==> src/mxb_pkg.sv <==
// mxb_pkg: shared constants for the external bus and port pin block.
// Assumes one 20 MHz clock; no registers reachable by software.
// Function
// - One address strobe pulse every machine cycle
// - External fetch drives low program address with strobe
// - Memory returns code during fetch strobe
// - External fetch puts upper address on port
// - Data address first, then read/write strobe
// - Written bus data held stable while driven
// - Read strobe on data reads, bus input
// - Write strobe on data writes, bus output
// - Fetch strobe only for external program fetch
// - Force input makes every fetch external
// - Both general ports are quasi-bidirectional
// - Port low nibble is expander bus, strobed
// - Test and interrupt levels feed jumps
// - Clock out enable drives clock on test pin
// - Test pin b falling edges become count events
// - Single step halts after each instruction
// - Interrupt input requests processor interrupt
// - Reset input initializes processor state
package mxb_pkg;

   // ---------------------------------------------------------------
   // Timing
   // ---------------------------------------------------------------
   localparam int CLK_NS     = 50;                          // Clock period
   localparam int STROBE_NS  = 300;                         // Least strobe width
   localparam int STRB_CYC   = (STROBE_NS + CLK_NS - 1) / CLK_NS;
   localparam int CYCLE_CLKS = STRB_CYC + 4;                // Clocks per machine cycle
   localparam logic [3:0] STRB_LAST = 4'(STRB_CYC - 1);     // Strobe counter end

   // ---------------------------------------------------------------
   // Address map and reset values
   // ---------------------------------------------------------------
   localparam logic [11:0] INT_ROM_TOP = 12'h800;           // 2048 bytes internal
   localparam logic [7:0]  PORT_RESET  = 8'hff;             // Port latch after reset
   localparam logic [3:0]  NIB_ON      = 4'hf;
   localparam logic [3:0]  NIB_OFF     = 4'h0;

   // ---------------------------------------------------------------
   // Cycle kinds requested by the core
   // ---------------------------------------------------------------
   localparam logic [2:0] K_IDLE  = 3'h0;                   // Internal cycle
   localparam logic [2:0] K_FETCH = 3'h1;                   // Program fetch
   localparam logic [2:0] K_DRD   = 3'h2;                   // External data read
   localparam logic [2:0] K_DWR   = 3'h3;                   // External data write
   localparam logic [2:0] K_BIN   = 3'h4;                   // Bus input
   localparam logic [2:0] K_BOUT  = 3'h5;                   // Bus output
   localparam logic [2:0] K_XRD   = 3'h6;                   // Expander read
   localparam logic [2:0] K_XWR   = 3'h7;                   // Expander write

   // Synchroniser slots for pin inputs
   localparam int NSYNC = 13;
   localparam int S_IRQ = 8;
   localparam int S_TA  = 9;
   localparam int S_TB  = 10;
   localparam int S_STP = 11;
   localparam int S_FRC = 12;

   // Machine cycle phases
   typedef enum logic [2:0] {ST_ADDR, ST_HOLD, ST_STRB, ST_CAPT, ST_END, ST_HALT} mxb_state_t;

endpackage

==> src/mxb_pins.sv <==
// mxb_pins: machine cycle sequencer for the external bus and port pins.
// Assumes the core issues one request per machine cycle on clk and
// reads internal program memory itself for internal fetches.
`timescale 1ns/1ps
module mxb_pins
   import mxb_pkg::*;
(
   input  wire logic        clk,
   input  wire logic        nrst,
   // Core request side
   input  wire logic        req_valid,
   output logic             req_ready,
   input  wire logic [2:0]  req_kind,
   input  wire logic [11:0] req_addr,
   input  wire logic [7:0]  req_wdata,
   input  wire logic        req_last,
   output logic             rd_valid,
   input  wire logic        rd_ready,
   output logic [7:0]       rd_data,
   input  wire logic        p1_wr,
   input  wire logic [7:0]  p1_wdata,
   input  wire logic        p2_wr,
   input  wire logic [7:0]  p2_wdata,
   input  wire logic        clock_out_enable,
   input  wire logic        event_count_start,
   output logic             test_a_level,
   output logic             test_b_level,
   output logic             irq_level,
   output logic             irq_request,
   output logic             count_event,
   output logic             core_reset_n,
   output logic             halted,
   // Shared bus and strobes
   input  wire logic [7:0]  bus_in,
   output logic [7:0]       bus_out,
   output logic             bus_oe,
   output logic             addr_strobe,
   output logic             fetch_strobe_n,
   output logic             read_strobe_n,
   output logic             write_strobe_n,
   output logic             exp_strobe_n,
   // Port pins
   input  wire logic [7:0]  first_port_lines_in,
   output logic [7:0]       first_port_lines_out,
   output logic [7:0]       first_port_lines_oe,
   output logic [7:0]       first_port_lines_rdata,
   input  wire logic [7:0]  second_port_lines_in,
   output logic [7:0]       second_port_lines_out,
   output logic [7:0]       second_port_lines_oe,
   output logic [7:0]       second_port_lines_rdata,
   // Control pins
   input  wire logic        test_in_a_in,
   output logic             test_in_a_out,
   output logic             test_in_a_oe,
   input  wire logic        test_in_b,
   input  wire logic        irq_n,
   input  wire logic        step_n,
   input  wire logic        force_external_fetch
);
   mxb_state_t  state;                      // Cycle phase
   mxb_state_t  next_state;
   logic [3:0]  strb_cnt;                   // Strobe phase counter
   logic [2:0]  cur_kind;                   // Kind of current cycle
   logic [11:0] cur_addr;                   // Address of current cycle
   logic [7:0]  cur_wdata;                  // Write data of current cycle
   logic        cur_ext;                    // Fetch goes off chip
   logic        cur_last;                   // Last cycle of instruction
   logic        bus_hold;                   // Bus output kept driven
   logic        clk_div;                    // Clock for the test pin
   logic        tb_prev;                    // Last stable test b level
   logic [NSYNC-1:0] s1;                    // Pin sync stages
   logic [NSYNC-1:0] s2;
   logic [NSYNC-1:0] s3;
   logic [NSYNC-1:0] lvl;                   // Stable pin levels

   // ---------------------------------------------------------------
   // Pin input synchronisers
   // ---------------------------------------------------------------
   logic [NSYNC-1:0] raw;
   assign raw = {force_external_fetch, step_n, test_in_b, test_in_a_in, irq_n, bus_in};

   genvar i;
   generate
      for (i = 0; i < NSYNC; i++) begin : g_sync
         // Level counts once stages two and three agree
         always_ff @(posedge clk or negedge nrst) begin
            if (!nrst) begin
               s1[i]  <= 1'b1;
               s2[i]  <= 1'b1;
               s3[i]  <= 1'b1;
               lvl[i] <= 1'b1;
            end else begin
               s1[i] <= raw[i];
               s2[i] <= s1[i];
               s3[i] <= s2[i];
               if (s2[i] == s3[i]) begin
                  lvl[i] <= s3[i];
               end
            end
         end
      end
   endgenerate

   // ---------------------------------------------------------------
   // Cycle decode
   // ---------------------------------------------------------------
   logic is_efetch;                         // External program fetch
   logic is_drd;
   logic is_dwr;
   logic is_bin;
   logic is_bout;
   logic is_exp;
   logic addr_ph;                           // Address on the bus
   logic strb_ph;                           // Strobe window
   logic take;                              // Request taken
   logic take_ext;                          // Taken fetch is external
   logic push;                              // Word captured for core
   logic [7:0] push_data;
   logic buf_in_ready;
   logic room;                              // Buffer can take one more

   assign is_efetch = (cur_kind == K_FETCH) && cur_ext;
   assign is_drd    = (cur_kind == K_DRD);
   assign is_dwr    = (cur_kind == K_DWR);
   assign is_bin    = (cur_kind == K_BIN);
   assign is_bout   = (cur_kind == K_BOUT);
   assign is_exp    = (cur_kind == K_XRD) || (cur_kind == K_XWR);
   assign addr_ph   = (state == ST_ADDR) || (state == ST_HOLD);
   assign strb_ph   = (state == ST_STRB) || (state == ST_CAPT);
   assign take      = (state == ST_END) && req_valid && req_ready;
   assign take_ext  = lvl[S_FRC] || (req_addr >= INT_ROM_TOP);
   assign push      = (state == ST_CAPT) && (is_efetch || is_drd || is_bin || cur_kind == K_XRD);
   assign push_data = (cur_kind == K_XRD) ? {NIB_OFF, second_port_lines_rdata[3:0]} : lvl[7:0];
   assign room      = buf_in_ready && !(push && rd_valid);

   // ---------------------------------------------------------------
   // Phase sequencing
   // ---------------------------------------------------------------
   always_comb begin
      next_state = state;
      case (state)
         ST_ADDR: next_state = ST_HOLD;
         ST_HOLD: next_state = ST_STRB;
         ST_STRB: next_state = (strb_cnt == STRB_LAST) ? ST_CAPT : ST_STRB;
         ST_CAPT: next_state = ST_END;
         ST_END:  next_state = (cur_last && !lvl[S_STP]) ? ST_HALT : ST_ADDR;
         ST_HALT: next_state = lvl[S_STP] ? ST_END : ST_HALT;
         default: next_state = ST_ADDR;
      endcase
   end

   // Phase and strobe counter
   always_ff @(posedge clk or negedge nrst) begin
      if (!nrst) begin
         state    <= ST_END;
         strb_cnt <= 4'h0;
      end else begin
         state    <= next_state;
         strb_cnt <= (state == ST_STRB) ? strb_cnt + 4'h1 : 4'h0;
      end
   end

   // Current cycle, loaded in every ST_END phase; K_IDLE when no request is taken
   always_ff @(posedge clk or negedge nrst) begin
      if (!nrst) begin
         cur_kind  <= K_IDLE;
         cur_addr  <= 12'h000;
         cur_wdata <= 8'h00;
         cur_ext   <= 1'b0;
         cur_last  <= 1'b0;
      end else if (state == ST_END) begin
         cur_kind  <= take ? req_kind : K_IDLE;
         cur_addr  <= req_addr;
         cur_wdata <= req_wdata;
         cur_ext   <= take_ext;
         cur_last  <= take && req_last;
      end
   end

   // ---------------------------------------------------------------
   // Bus and strobe outputs
   // ---------------------------------------------------------------
   logic       addr_drv;
   logic       data_drv;
   logic       next_bus_oe;
   logic [7:0] next_bus_out;

   assign addr_drv     = addr_ph && (is_efetch || is_drd || is_dwr);
   assign data_drv     = !addr_ph && (state != ST_HALT) && (is_dwr || is_bout);
   assign next_bus_oe  = addr_drv || data_drv || (bus_hold && !strb_ph && !addr_ph);
   assign next_bus_out = addr_drv ? cur_addr[7:0] : (data_drv ? cur_wdata : bus_out);

   always_ff @(posedge clk or negedge nrst) begin
      if (!nrst) begin
         bus_out        <= 8'h00;
         bus_oe         <= 1'b0;
         bus_hold       <= 1'b0;
         addr_strobe    <= 1'b0;
         fetch_strobe_n <= 1'b1;
         read_strobe_n  <= 1'b1;
         write_strobe_n <= 1'b1;
         exp_strobe_n   <= 1'b1;
         halted         <= 1'b0;
         req_ready      <= 1'b0;
      end else begin
         bus_out        <= next_bus_out;
         bus_oe         <= next_bus_oe;
         bus_hold       <= is_bout || (bus_hold && !addr_drv && !strb_ph);
         // at most one strobe per cycle; none for idle and internal fetch cycles
         // Registered from ST_ADDR, so it rises on the same edge as the address and falls one phase before the bus is released
         addr_strobe    <= (state == ST_ADDR) || (state == ST_HALT);
         fetch_strobe_n <= !(strb_ph && is_efetch);
         read_strobe_n  <= !(strb_ph && (is_drd || is_bin));
         write_strobe_n <= !(strb_ph && (is_dwr || is_bout));
         exp_strobe_n   <= !(strb_ph && is_exp);
         halted         <= (next_state == ST_HALT);
         req_ready      <= (next_state == ST_END) && room;
      end
   end

   // ---------------------------------------------------------------
   // Second port overrides
   // ---------------------------------------------------------------
   logic [3:0] p2_en;
   logic [3:0] p2_oe;
   logic [3:0] p2_val;
   logic       xw_data;

   assign xw_data = strb_ph && (cur_kind == K_XWR);
   assign p2_en   = (is_efetch || is_exp) ? NIB_ON : NIB_OFF;
   assign p2_oe   = (is_efetch || (is_exp && addr_ph) || xw_data) ? NIB_ON : NIB_OFF;
   assign p2_val  = is_efetch ? cur_addr[11:8] : (xw_data ? cur_wdata[3:0] : cur_addr[3:0]);

   mxb_qport u_port1 (
      .clk     (clk),
      .nrst    (nrst),
      .wr      (p1_wr),
      .wdata   (p1_wdata),
      .ovr_en  (8'h00),
      .ovr_oe  (8'h00),
      .ovr_val (8'h00),
      .pin_in  (first_port_lines_in),
      .pin_out (first_port_lines_out),
      .pin_oe  (first_port_lines_oe),
      .rdata   (first_port_lines_rdata)
   );

   mxb_qport u_port2 (
      .clk     (clk),
      .nrst    (nrst),
      .wr      (p2_wr),
      .wdata   (p2_wdata),
      .ovr_en  ({NIB_OFF, p2_en}),
      .ovr_oe  ({NIB_OFF, p2_oe}),
      .ovr_val ({NIB_OFF, p2_val}),
      .pin_in  (second_port_lines_in),
      .pin_out (second_port_lines_out),
      .pin_oe  (second_port_lines_oe),
      .rdata   (second_port_lines_rdata)
   );

   // Captured words toward the core
   mxb_buf2 u_buf (
      .clk       (clk),
      .nrst      (nrst),
      .in_valid  (push),
      .in_ready  (buf_in_ready),
      .in_data   (push_data),
      .out_valid (rd_valid),
      .out_ready (rd_ready),
      .out_data  (rd_data)
   );

   // ---------------------------------------------------------------
   // Test, interrupt and reset pins
   // ---------------------------------------------------------------
   always_ff @(posedge clk or negedge nrst) begin
      if (!nrst) begin
         test_a_level  <= 1'b1;
         test_b_level  <= 1'b1;
         irq_level     <= 1'b1;
         irq_request   <= 1'b0;
         count_event   <= 1'b0;
         tb_prev       <= 1'b1;
         clk_div       <= 1'b0;
         test_in_a_out <= 1'b0;
         test_in_a_oe  <= 1'b0;
         core_reset_n  <= 1'b0;
      end else begin
         test_a_level  <= lvl[S_TA];
         test_b_level  <= lvl[S_TB];
         irq_level     <= lvl[S_IRQ];
         irq_request   <= !lvl[S_IRQ];
         count_event   <= event_count_start && tb_prev && !lvl[S_TB];
         tb_prev       <= lvl[S_TB];
         clk_div       <= !clk_div;
         test_in_a_out <= clk_div;
         test_in_a_oe  <= clock_out_enable;
         core_reset_n  <= 1'b1;
      end
   end

   localparam int GAP_MAX = CYCLE_CLKS - 1;
   int gap;                                 // Clocks since address strobe
   always_ff @(posedge clk or negedge nrst) begin
      if (!nrst) begin
         gap <= 0;
      end else begin
         gap <= addr_strobe ? 0 : gap + 1;
      end
   end
endmodule

==> src/mxb_buf2.sv <==
// mxb_buf2: two-entry buffer between captured bus words and the core.
// Assumes both sides on clk; all outputs come from flip-flops.
`timescale 1ns/1ps
module mxb_buf2
   import mxb_pkg::*;
(
   input  wire logic       clk,
   input  wire logic       nrst,
   input  wire logic       in_valid,
   output logic            in_ready,
   input  wire logic [7:0] in_data,
   output logic            out_valid,
   input  wire logic       out_ready,
   output logic [7:0]      out_data
);
   logic       spare_v;                     // Second entry full
   logic [7:0] spare;                       // Second entry data
   logic       next_spare_v;
   logic       push;
   logic       pop;
   logic       head_free;

   // ---------------------------------------------------------------
   // Handshake decode
   // ---------------------------------------------------------------
   assign push      = in_valid && in_ready;
   assign pop       = out_valid && out_ready;
   assign head_free = !out_valid || pop;

   // Spare fills when head cannot take the word, drains into head
   always_comb begin
      next_spare_v = spare_v;
      if (head_free) begin
         next_spare_v = spare_v && push;
      end else if (push) begin
         next_spare_v = 1'b1;
      end
   end

   // Head and spare storage
   always_ff @(posedge clk or negedge nrst) begin
      if (!nrst) begin
         out_valid <= 1'b0;
         out_data  <= 8'h00;
         spare     <= 8'h00;
         spare_v   <= 1'b0;
         in_ready  <= 1'b1;
      end else begin
         spare_v  <= next_spare_v;
         in_ready <= !next_spare_v;
         if (head_free) begin
            out_valid <= spare_v || push;
            out_data  <= spare_v ? spare : in_data;
         end
         if (push && (spare_v || !head_free)) begin
            spare <= in_data;
         end
      end
   end
endmodule

==> src/mxb_qport.sv <==
// mxb_qport: one 8-bit quasi-bidirectional port with override lanes.
// Assumes pins are asynchronous; the core writes the latch on clk.
`timescale 1ns/1ps
module mxb_qport
   import mxb_pkg::*;
(
   input  wire logic       clk,
   input  wire logic       nrst,
   input  wire logic       wr,
   input  wire logic [7:0] wdata,
   input  wire logic [7:0] ovr_en,
   input  wire logic [7:0] ovr_oe,
   input  wire logic [7:0] ovr_val,
   input  wire logic [7:0] pin_in,
   output logic [7:0]      pin_out,
   output logic [7:0]      pin_oe,
   output logic [7:0]      rdata
);
   logic [7:0] latch;                       // Port output latch
   logic [7:0] s1;                          // Sync stages
   logic [7:0] s2;
   logic [7:0] s3;

   // Output latch, all ones after reset
   always_ff @(posedge clk or negedge nrst) begin
      if (!nrst) begin
         latch <= PORT_RESET;
      end else if (wr) begin
         latch <= wdata;
      end
   end

   // ---------------------------------------------------------------
   // Per-pin drive and input sampling
   // ---------------------------------------------------------------
   genvar i;
   generate
      for (i = 0; i < 8; i++) begin : g_pin
         always_ff @(posedge clk or negedge nrst) begin
            if (!nrst) begin
               pin_out[i] <= 1'b0;
               pin_oe[i]  <= 1'b0;
               s1[i]      <= 1'b1;
               s2[i]      <= 1'b1;
               s3[i]      <= 1'b1;
               rdata[i]   <= 1'b1;
            end else begin
               pin_out[i] <= ovr_en[i] && ovr_val[i];
               pin_oe[i]  <= ovr_en[i] ? ovr_oe[i] : !latch[i];
               s1[i]      <= pin_in[i];
               s2[i]      <= s1[i];
               s3[i]      <= s2[i];
               if (s2[i] == s3[i]) begin
                  rdata[i] <= s3[i];
               end
            end
         end
      end
   endgenerate
endmodule

==> config.mk <==
export PLATFORM = sky130hd
export DESIGN_NAME = mxb_pins
export DESIGN_NICKNAME = d
export VERILOG_FILES = /design/src/mxb_pkg.sv /design/src/mxb_pins.sv /design/src/mxb_buf2.sv /design/src/mxb_qport.sv
export SDC_FILE = /design/constraint.sdc
export NUM_CORES = 1
export LEC_CHECK = 0
export BUFFER_PORTS_ARGS = -buffer_cell sky130_fd_sc_hd__buf_2
export CORE_MARGIN = 2
export CORE_UTILIZATION = 45
export CTS_BUF_LIST = sky130_fd_sc_hd__clkbuf_16
export DETAILED_ROUTE_END_ITERATION = 8
export HOLD_SLACK_MARGIN = 0.02
export PLACE_DENSITY_LB_ADDON = 0.2
export SETUP_SLACK_MARGIN = 0.2
export SKIP_LAST_GASP = 1
export SLEW_MARGIN = 0
export SYNTH_ARGS = -nofsm -noshare
export SYNTH_HDL_FRONTEND = slang
export SYNTH_SLANG_ARGS = --single-unit
export TNS_END_PERCENT = 20
==> constraint.sdc <==
create_clock -name clk -period 2.43 [get_ports clk]
set_clock_uncertainty 0.1 [all_clocks]
set_input_delay 0.3645 -clock clk [delete_from_list [all_inputs] [get_ports clk]]
set_output_delay 0.3645 -clock clk [all_outputs]
set_load 0.05 [all_outputs]
==> out/results.ini, run 1 <==
[grt]
grt-ovfl-total = 0
grt_pass1_vias = 5057
grt_max_degree = 72
grt_pass1_wl_um = 24700
track_usage = 0.166
antenna_found_initial = 0

[drt]
dr.pass1.iters = 4
ant_nets = 0
wl_um = 15300
wl_per_cell_um = 15.2
drc_errors = 0
drtIter0Drc = 176
vias = 4813
vias_per_cell = 4.78

[clocking]
clock_sinks = 229
cts_max_path_buffers = 3
ctsResizeCount = 0
cts_tree = done
cts_buffers = 24
clk_latency_ns = 0.51
root_buffer = clkbuf_16
htreeDepth = 1
clk_pin_slew_ns = 0.06

[power_and_ir_drop]
intPower_mw = 7.30
p_switching_mw = 3.73
powerDensity_nw_per_um2 = 1070
peakVddDrop_mv = 0.758
p_comb_frac = 0.250
p_clk_frac = 0.290
swShare = 0.338
power.leakage_nw = 4.64
p_seq_frac = 0.460

[setup_path]
worstPathMaxFanout = 13
critPathMaxStageDelay_ns = 0.53
path_cells = and4bb_1 -> o2111ai_4 -> nor2_4 -> mux2_4
crit_required_ns = 2.73
end_kind = flop
crit_arrival_ns = 2.28
worstSetupPathType = flop to flop
cp_top_family = simple AND/OR/NAND/NOR gates
cpMaxStageDelayCell = dfrtp_1
startpoint_type = flop
critical_path_buf_inv_count = 0

[cells_and_area]
final_core_util = 0.598
fin_nets = 842
mostFrequentLayoutCells = 144 x buf_2, 141 x dfstp_2, 88 x dfrtp_1
antenna_cells = 0
fillers = 1348
layout_commonest_cell = buf_2
drive_gt1_frac = 0.456
syn_to_final_growth_pct = 30.1

[floorplan]
floorplan.die_area_um2 = 18700
die_x_um = 137
start_util = 0.460
core_area_um2 = 17300
num_rows = 48
die_y_um = 137
ios = 158

[synth]
avgSynthCellArea_um2 = 15.1
synth_compound_area_frac = 0.0620
synthAdderAreaFrac = 0.0397
synth_cell_type_count = 49
synth_area_leaders = dfstp_2 47%, dfrtp_1 28%, maj3_1 3.7%, nand2_1 2.1%, o21ai_0 2.0%
synth_xor_area_frac = 0.00535
synth_simple_gate_area_share = 0.0631
yosysTopAreaCell = dfstp_2
seq_area_frac_synth = 0.743
synth_top_area_share = 0.466
yosysWarningCount = 0
synth_area_um2 = 7950
synthFlopType = dfstp_2
syn_inst = 528
ys_async_sr_fraction = 1.00
synth_top_family_by_area = simple AND/OR/NAND/NOR gates
synth_seq_cells = 229
muxShareOfSynthArea = 0.0523
synth_edf_count = 0

[timing]
tightest_slew_ns = 0.709
drv_slew = 0
final.setup.tns_ns = 0
slew_headroom = 0.526
setup_viol = 0
finalCritPeriodShare = 0.817
rsz0062_at_grt = false
fin_crit_ns = 1.98
hold_violations = 0
fmax_ghz = 0.504

[placed_design]
finalWeightedCongestion = 0.782
portBuffers = 145
dpl.hpwl_um = 9860

[job]
drv_cap = 0

[min_path]
hp-class = input pin to flop

[run_status]
status = finished, final reports clean

-- metal layers --
metal  share of wire  vias up  GRT usage
met5               0        -          0
met4           0.017        0     0.0464
met3           0.054       24     0.0330
met2            0.49      131      0.282
met1            0.44     2428      0.219
li1                -     2230          -
-- synthesized netlist by cell type, types with 4 or more instances --
cell,n
a21oi_1,19
buf_2,4
buf_4,17
clkbuf_1,6
dfrtp_1,88
dfstp_2,141
inv_1,17
maj3_1,29
mux2_1,14
mux2_2,14
mux2_4,4
mux2i_1,4
nand2_1,44
nand3_1,6
nand4_1,4
nor2_1,17
nor3_1,6
o21a_1,5
o21ai_0,32
o21ai_1,11
o31ai_1,4
-- worst paths after layout --
| kind | from | to | slack, ns | depth (start not counted) |
|---|---|---|---|---|
| min reg2reg | u_port2.s1[4] | u_port2.s2[4] | 0.25 | 0 |
| min in group asynchronous | nrst | u_port1.pin_oe[0] | 0.31 | 2 |
| max | cur_kind[1] | u_buf.spare[2] | 0.45 | 4 |
| min | req_kind[1] | cur_kind[1] | 0.05 | 3 |
| max reg2reg | cur_kind[1] | u_buf.spare[2] | 0.45 | 4 |
| max in group asynchronous | nrst | u_port2.latch[0] | 1.14 | 3 |
-- flip-flops by register name, summed over array words and instances, names as in the netlist, 12 cells and up --
name / flops
s3: 13
s2: 13
s1: 13
cur_addr: 12
lvl: 13
-- worst reg2reg max path, cell delays in order (launching register included) --
cell and delay [ns]:
dfrtp_1 0.53, and4bb_1 0.40, o2111ai_4 0.26, nor2_4 0.27
mux2_4 0.32
-- kinds of logic after synthesis --
group | Yosys count
adder cells (fa/ha/maj) | 31
flip-flops | 229
multiplexers | 36
AND/OR/NAND/NOR | 97
AO/OA/AOI/OAI | 82
XOR/XNOR | 4
other | 2
buffers and inverters | 47
-- through the flow --
step	cell area [µm²]	hold WS (ns)	cells	total power, mW	worst slack (ns)
final	10300	0.0482	1006	11.0	0.446
after global routing	10300	0.0374	1006	11.6	0.320
after CTS	10300	0.0296	1006	11.2	0.451
after detailed placement	8920	0.247	890	7.80	0.443
after global placement	8920	0.245	890	7.70	0.508
after floorplan	7990	-0.0311	539	7.07	0.523
-- what timing repair did --
item | CTS | global route
hold buffers | 72 | 0
endpoints found under the hold margin | 108 | 0
buffers inserted | 0 | 0
-- cell type report --
| type | count | area [µm²] | share of cell area |
|---|---|---|---|
| Timing Repair Buffer | 228 | 1580 | 0.152 |
| Multi-Input combinational cell | 263 | 1820 | 0.176 |
| Tap cell | 225 | 282 | 0.0272 |
| Clock buffer | 24 | 601 | 0.0581 |
| Clock inverter | 20 | 93.8 | 0.00908 |
| Inverter | 17 | 63.8 | 0.00617 |
| Sequential cell | 229 | 5910 | 0.571 |
-- power by group through the flow --
stage | clock (mW) | combinational, mW | sequential [mW]
after floorplan | 0 | 1.27 | 5.81
after global placement | 0 | 2.61 | 5.09
after detailed placement | 0 | 2.68 | 5.12
after CTS | 3.32 | 2.78 | 5.08
after global routing | 3.48 | 2.97 | 5.16
final | 3.20 | 2.75 | 5.08
(Power assumes the default switching activity.)
==> inputs of run 2 (changes only) <==
--- a/config.mk
+++ b/config.mk
@@ -5,6 +5,7 @@
 export SDC_FILE = /design/constraint.sdc
 export NUM_CORES = 1
 export LEC_CHECK = 0
+export ABC_AREA = 1
 export BUFFER_PORTS_ARGS = -buffer_cell sky130_fd_sc_hd__buf_2
 export CORE_MARGIN = 2
 export CORE_UTILIZATION = 45
==> constraint.sdc (replaced) <==
create_clock -name clk -period 1.7 [get_ports clk]
set_clock_uncertainty 0.1 [all_clocks]
set_input_delay 0.255 -clock clk [delete_from_list [all_inputs] [get_ports clk]]
set_output_delay 0.255 -clock clk [all_outputs]
set_load 0.05 [all_outputs]
==> run 2 against run 1 <==
Cell count is 16% higher. Worst setup slack worse by 0.32 ns. Sequential share of layout area is 3.9 points lower. Non-clock buffer count is 40 higher. Sequential cell count stayed put. Global-route usage is 0.87 points higher. Worst hold slack worse by 0.014 ns. Critical endpoint is now second_port_lines_rdata[3]. Largest cell class unchanged.
==> out/results.ini, run 2 <==
[run_status]
status = finished, final reports clean  ; unchanged

[synth]
synth_area_um2 = 7940  ; was 7950 µm²
yosysWarningCount = 0  ; unchanged
synth_cell_type_count = 33  ; was 49
synth_top_area_share = 0.466  ; about the same
seq_area_frac_synth = 0.744  ; was 0.743
yosysTopAreaCell = dfstp_2  ; unchanged
synth_edf_count = 0  ; unchanged
synth_seq_cells = 229  ; unchanged
syn_inst = 638  ; was 528
avgSynthCellArea_um2 = 12.5  ; was 15.1 µm²
ys_async_sr_fraction = 1.00  ; unchanged
synthTopCellsByCount = 151 x nand2_1, 141 x dfstp_2, 88 x dfrtp_1, 56 x inv_1, 40 x o21ai_0  ; was 141 x dfstp_2, 88 x dfrtp_1, 44 x nand2_1, 32 x o21ai_0, 29 x maj3_1
synthFlopType = dfstp_2  ; unchanged
synth_area_leaders = dfstp_2 47%, dfrtp_1 28%, nand2_1 7.1%, maj3_1 3.7%, inv_1 2.6%  ; was dfstp_2 47%, dfrtp_1 28%, maj3_1 3.7%, nand2_1 2.1%, o21ai_0 2.0%
synth_most_common_cell = nand2_1  ; was dfstp_2

[cells_and_area]
fin_area_um2 = 11100  ; was 10300 µm²
drive_gt1_frac = 0.421  ; was 0.456
mostFrequentLayoutCells = 148 x nand2_1, 141 x dfstp_2, 121 x buf_2  ; was 144 x buf_2, 141 x dfstp_2, 88 x dfrtp_1
fin_nets = 1000  ; was 842
syn_to_final_growth_pct = 39.9  ; was 30.1%
antenna_cells = 0  ; unchanged
fillers = 1320  ; was 1348
layout_commonest_cell = nand2_1  ; was buf_2

[min_path]
holdPathStages = 2  ; was 3
hp-class = input pin to flop  ; unchanged
hold_end = u_port2.latch[4]  ; was cur_kind[1]
min_from = p2_wr  ; was req_kind[1]

[setup_path]
r2r_start = cur_kind[0]  ; was cur_kind[1]
worstPathMaxFanout = 2  ; was 13
crit_arrival_ns = 1.22  ; was 2.28 ns
rr_worst_depth = 8  ; was 4
crit_required_ns = 1.34  ; was 2.73 ns
cpMaxStageDelayCell = dfstp_2  ; was dfrtp_1
regToRegSetupSlack_ns = 0.22  ; was 0.45 ns
r2r-end = u_buf.spare[6]  ; was u_buf.spare[2]
worstSetupPathType = flop to primary output  ; was flop to flop
path_cells = buf_8  ; was and4bb_1 -> o2111ai_4 -> nor2_4 -> mux2_4
critical_path_buf_inv_count = 1  ; was 0
critPathMaxStageDelay_ns = 0.56  ; was 0.53 ns
cp_top_family = flip-flops  ; was simple AND/OR/NAND/NOR gates
end_kind = primary output  ; was flop
startpoint_type = flop  ; unchanged

[grt]
grt_use_met1 = 0.216  ; was 0.219
grt-ovfl-total = 0  ; unchanged
busiest_layer = met2  ; unchanged
grt_util_met3 = 0.0374  ; was 0.0330
antenna_found_initial = 0  ; unchanged
grt_pass1_wl_um = 26100  ; was 24700 µm
track_usage = 0.175  ; was 0.166
grt_pass1_vias = 5544  ; was 5057
grt_max_degree = 58  ; was 72
grt_use_met2 = 0.311  ; was 0.282

[clocking]
root_buffer = clkbuf_16  ; unchanged
clk_latency_ns = 0.50  ; was 0.51 ns
htreeDepth = 1  ; unchanged
clk_pin_slew_ns = 0.06  ; about the same
cts_buffers = 23  ; was 24
cts_tree = done  ; unchanged
cts_max_path_buffers = 3  ; unchanged
clock_sinks = 229  ; unchanged

[floorplan]
start_util = 0.459  ; was 0.460
core_area_um2 = 17300  ; unchanged
num_rows = 48  ; unchanged
ios = 158  ; unchanged
floorplan.die_area_um2 = 18700  ; about the same
die_y_um = 137  ; about the same
die_x_um = 137  ; about the same

[timing]
fin_crit_ns = 1.57
setup_viol = 0  ; unchanged
rsz0062_at_grt = true  ; was false
drv_slew = 0  ; unchanged
final.setup.tns_ns = 0  ; unchanged
finalCritPeriodShare = 0.926
fmax_ghz = 0.635
hold_violations = 0  ; unchanged

[drt]
wl_per_cell_um = 13.8  ; was 15.2 µm
drc_errors = 0  ; unchanged
drtIter0Drc = 250  ; was 176
vias = 5321  ; was 4813
wl_um = 16100  ; was 15300 µm
vias_per_cell = 4.58  ; was 4.78
ant_nets = 0  ; unchanged
dr.pass1.iters = 5  ; was 4

[power_and_ir_drop]
p_seq_frac = 0.435  ; was 0.460
peakVddDrop_mv = 1.04  ; was 0.758 mV
intPower_mw = 10.9  ; was 7.30 mW
swShare = 0.329  ; was 0.338
p_switching_mw = 5.31  ; was 3.73 mW
p_comb_frac = 0.257  ; was 0.250
p_clk_frac = 0.309  ; was 0.290
powerDensity_nw_per_um2 = 1450  ; was 1070 nW/µm²
power.leakage_nw = 5.25  ; was 4.64 nW

[job]
drv_cap = 0  ; unchanged

[placed_design]
portBuffers = 145  ; unchanged
dpl_cell_area_um2 = 9030  ; was 8920 µm²
dpl.hpwl_um = 10300  ; was 9860 µm
finalWeightedCongestion = 0.838  ; was 0.782

==> run 2: cell count changes after synthesis, moves of 6 or more <==
cell,previous run,this run
nand3_1,6,19
mux2_1,14,0
inv_2,0,9
nand2_1,44,151
nor2_1,17,26
o21ai_0,32,40
mux2_2,14,0
nor3_1,6,0
inv_1,17,56
==> run 2: worst reg2reg max path, delay by kind of cell, from the launching register on <==
kind | cells | cell delay [ns]
flip-flops | 1 | 0.40
buffers and inverters | 1 | 0.09
AND/OR/NAND/NOR | 7 | 0.82
==> run 2: kinds of logic (layout without fill, tap and decap cells) <==
family          after synthesis  after routing  synth area share
other cells                   2             13          0.000945
simple gates                214            214             0.115
xor+xnor                      2              2           0.00221
flops                       229            229             0.744
buf+inv                      88            377            0.0499
compound gates               72             72            0.0484
fa+ha+maj                    31             31            0.0397
==> run 2: final cells by class <==
type                    count  area (µm²)  share of cell area
flip-flops and latches    229        5910               0.532
repair buffers            268        2120               0.190
multi-input cells         332        1780               0.160
clock buffers              24         601              0.0540
well taps                 225         282              0.0253
inverters                  67         265              0.0239
clock inverters            18         156              0.0141
==> run 2: routing by layer <==
metal,routed length [µm],part of all wire,vias to the layer above
li1,-,-,2558
met1,6610,0.41,2567
met2,8210,0.51,163
met3,904,0.056,33
met4,375,0.023,0
met5,0,0,-
==> run 2: timing repair <==
action	in CTS	in global routing
resized for setup	53	34
hold buffers	90	0
endpoints found under the setup margin	58	95
buffers inserted	4	14
endpoints found under the hold margin	206	0
pin swaps	0	12
==> run 2: per-stage QoR <==
| step | hold slack (ns) | power, mW | instances | utilization | setup WS (ns) |
|---|---|---|---|---|---|
| after floorplan | -0.141 | 9.56 | 649 | - | 0.208 |
| after global placement | 0.111 | 10.5 | 1013 | 0.522 | 0.217 |
| after detailed placement | 0.119 | 10.6 | 1013 | 0.522 | 0.140 |
| after CTS | 0.0205 | 16.0 | 1149 | 0.629 | 0.109 |
| after global routing | 0.0540 | 17.0 | 1163 | 0.643 | 0.0738 |
| final | 0.0339 | 16.2 | 1163 | 0.643 | 0.125 |
==> run 2: power by group through the flow <==
stage	Combinational, mW	Sequential [mW]	Clock, mW
2_1_floorplan	1.54	8.01	0
5_1_grt	4.52	7.13	5.37
3_3_place_gp	3.48	7.01	0
3_5_place_dp	3.57	7.03	0
6_report	4.15	7.03	4.99
4_1_cts	3.85	6.97	5.13
==> run 2: how the worst max path moves through the flow <==
stage                      from                    endpoint  cells after the start
2_1_floorplan   u_buf.out_valid              u_buf.spare[0]                      7
3_3_place_gp           state[0]              u_buf.spare[2]                      6
3_5_place_dp        cur_kind[1]              u_buf.spare[7]                      7
4_1_cts        u_port2.rdata[0]  second_port_lines_rdata[0]                      1
5_1_grt             cur_kind[0]           u_buf.out_data[2]                      6
6_report       u_port2.rdata[3]  second_port_lines_rdata[3]                      1
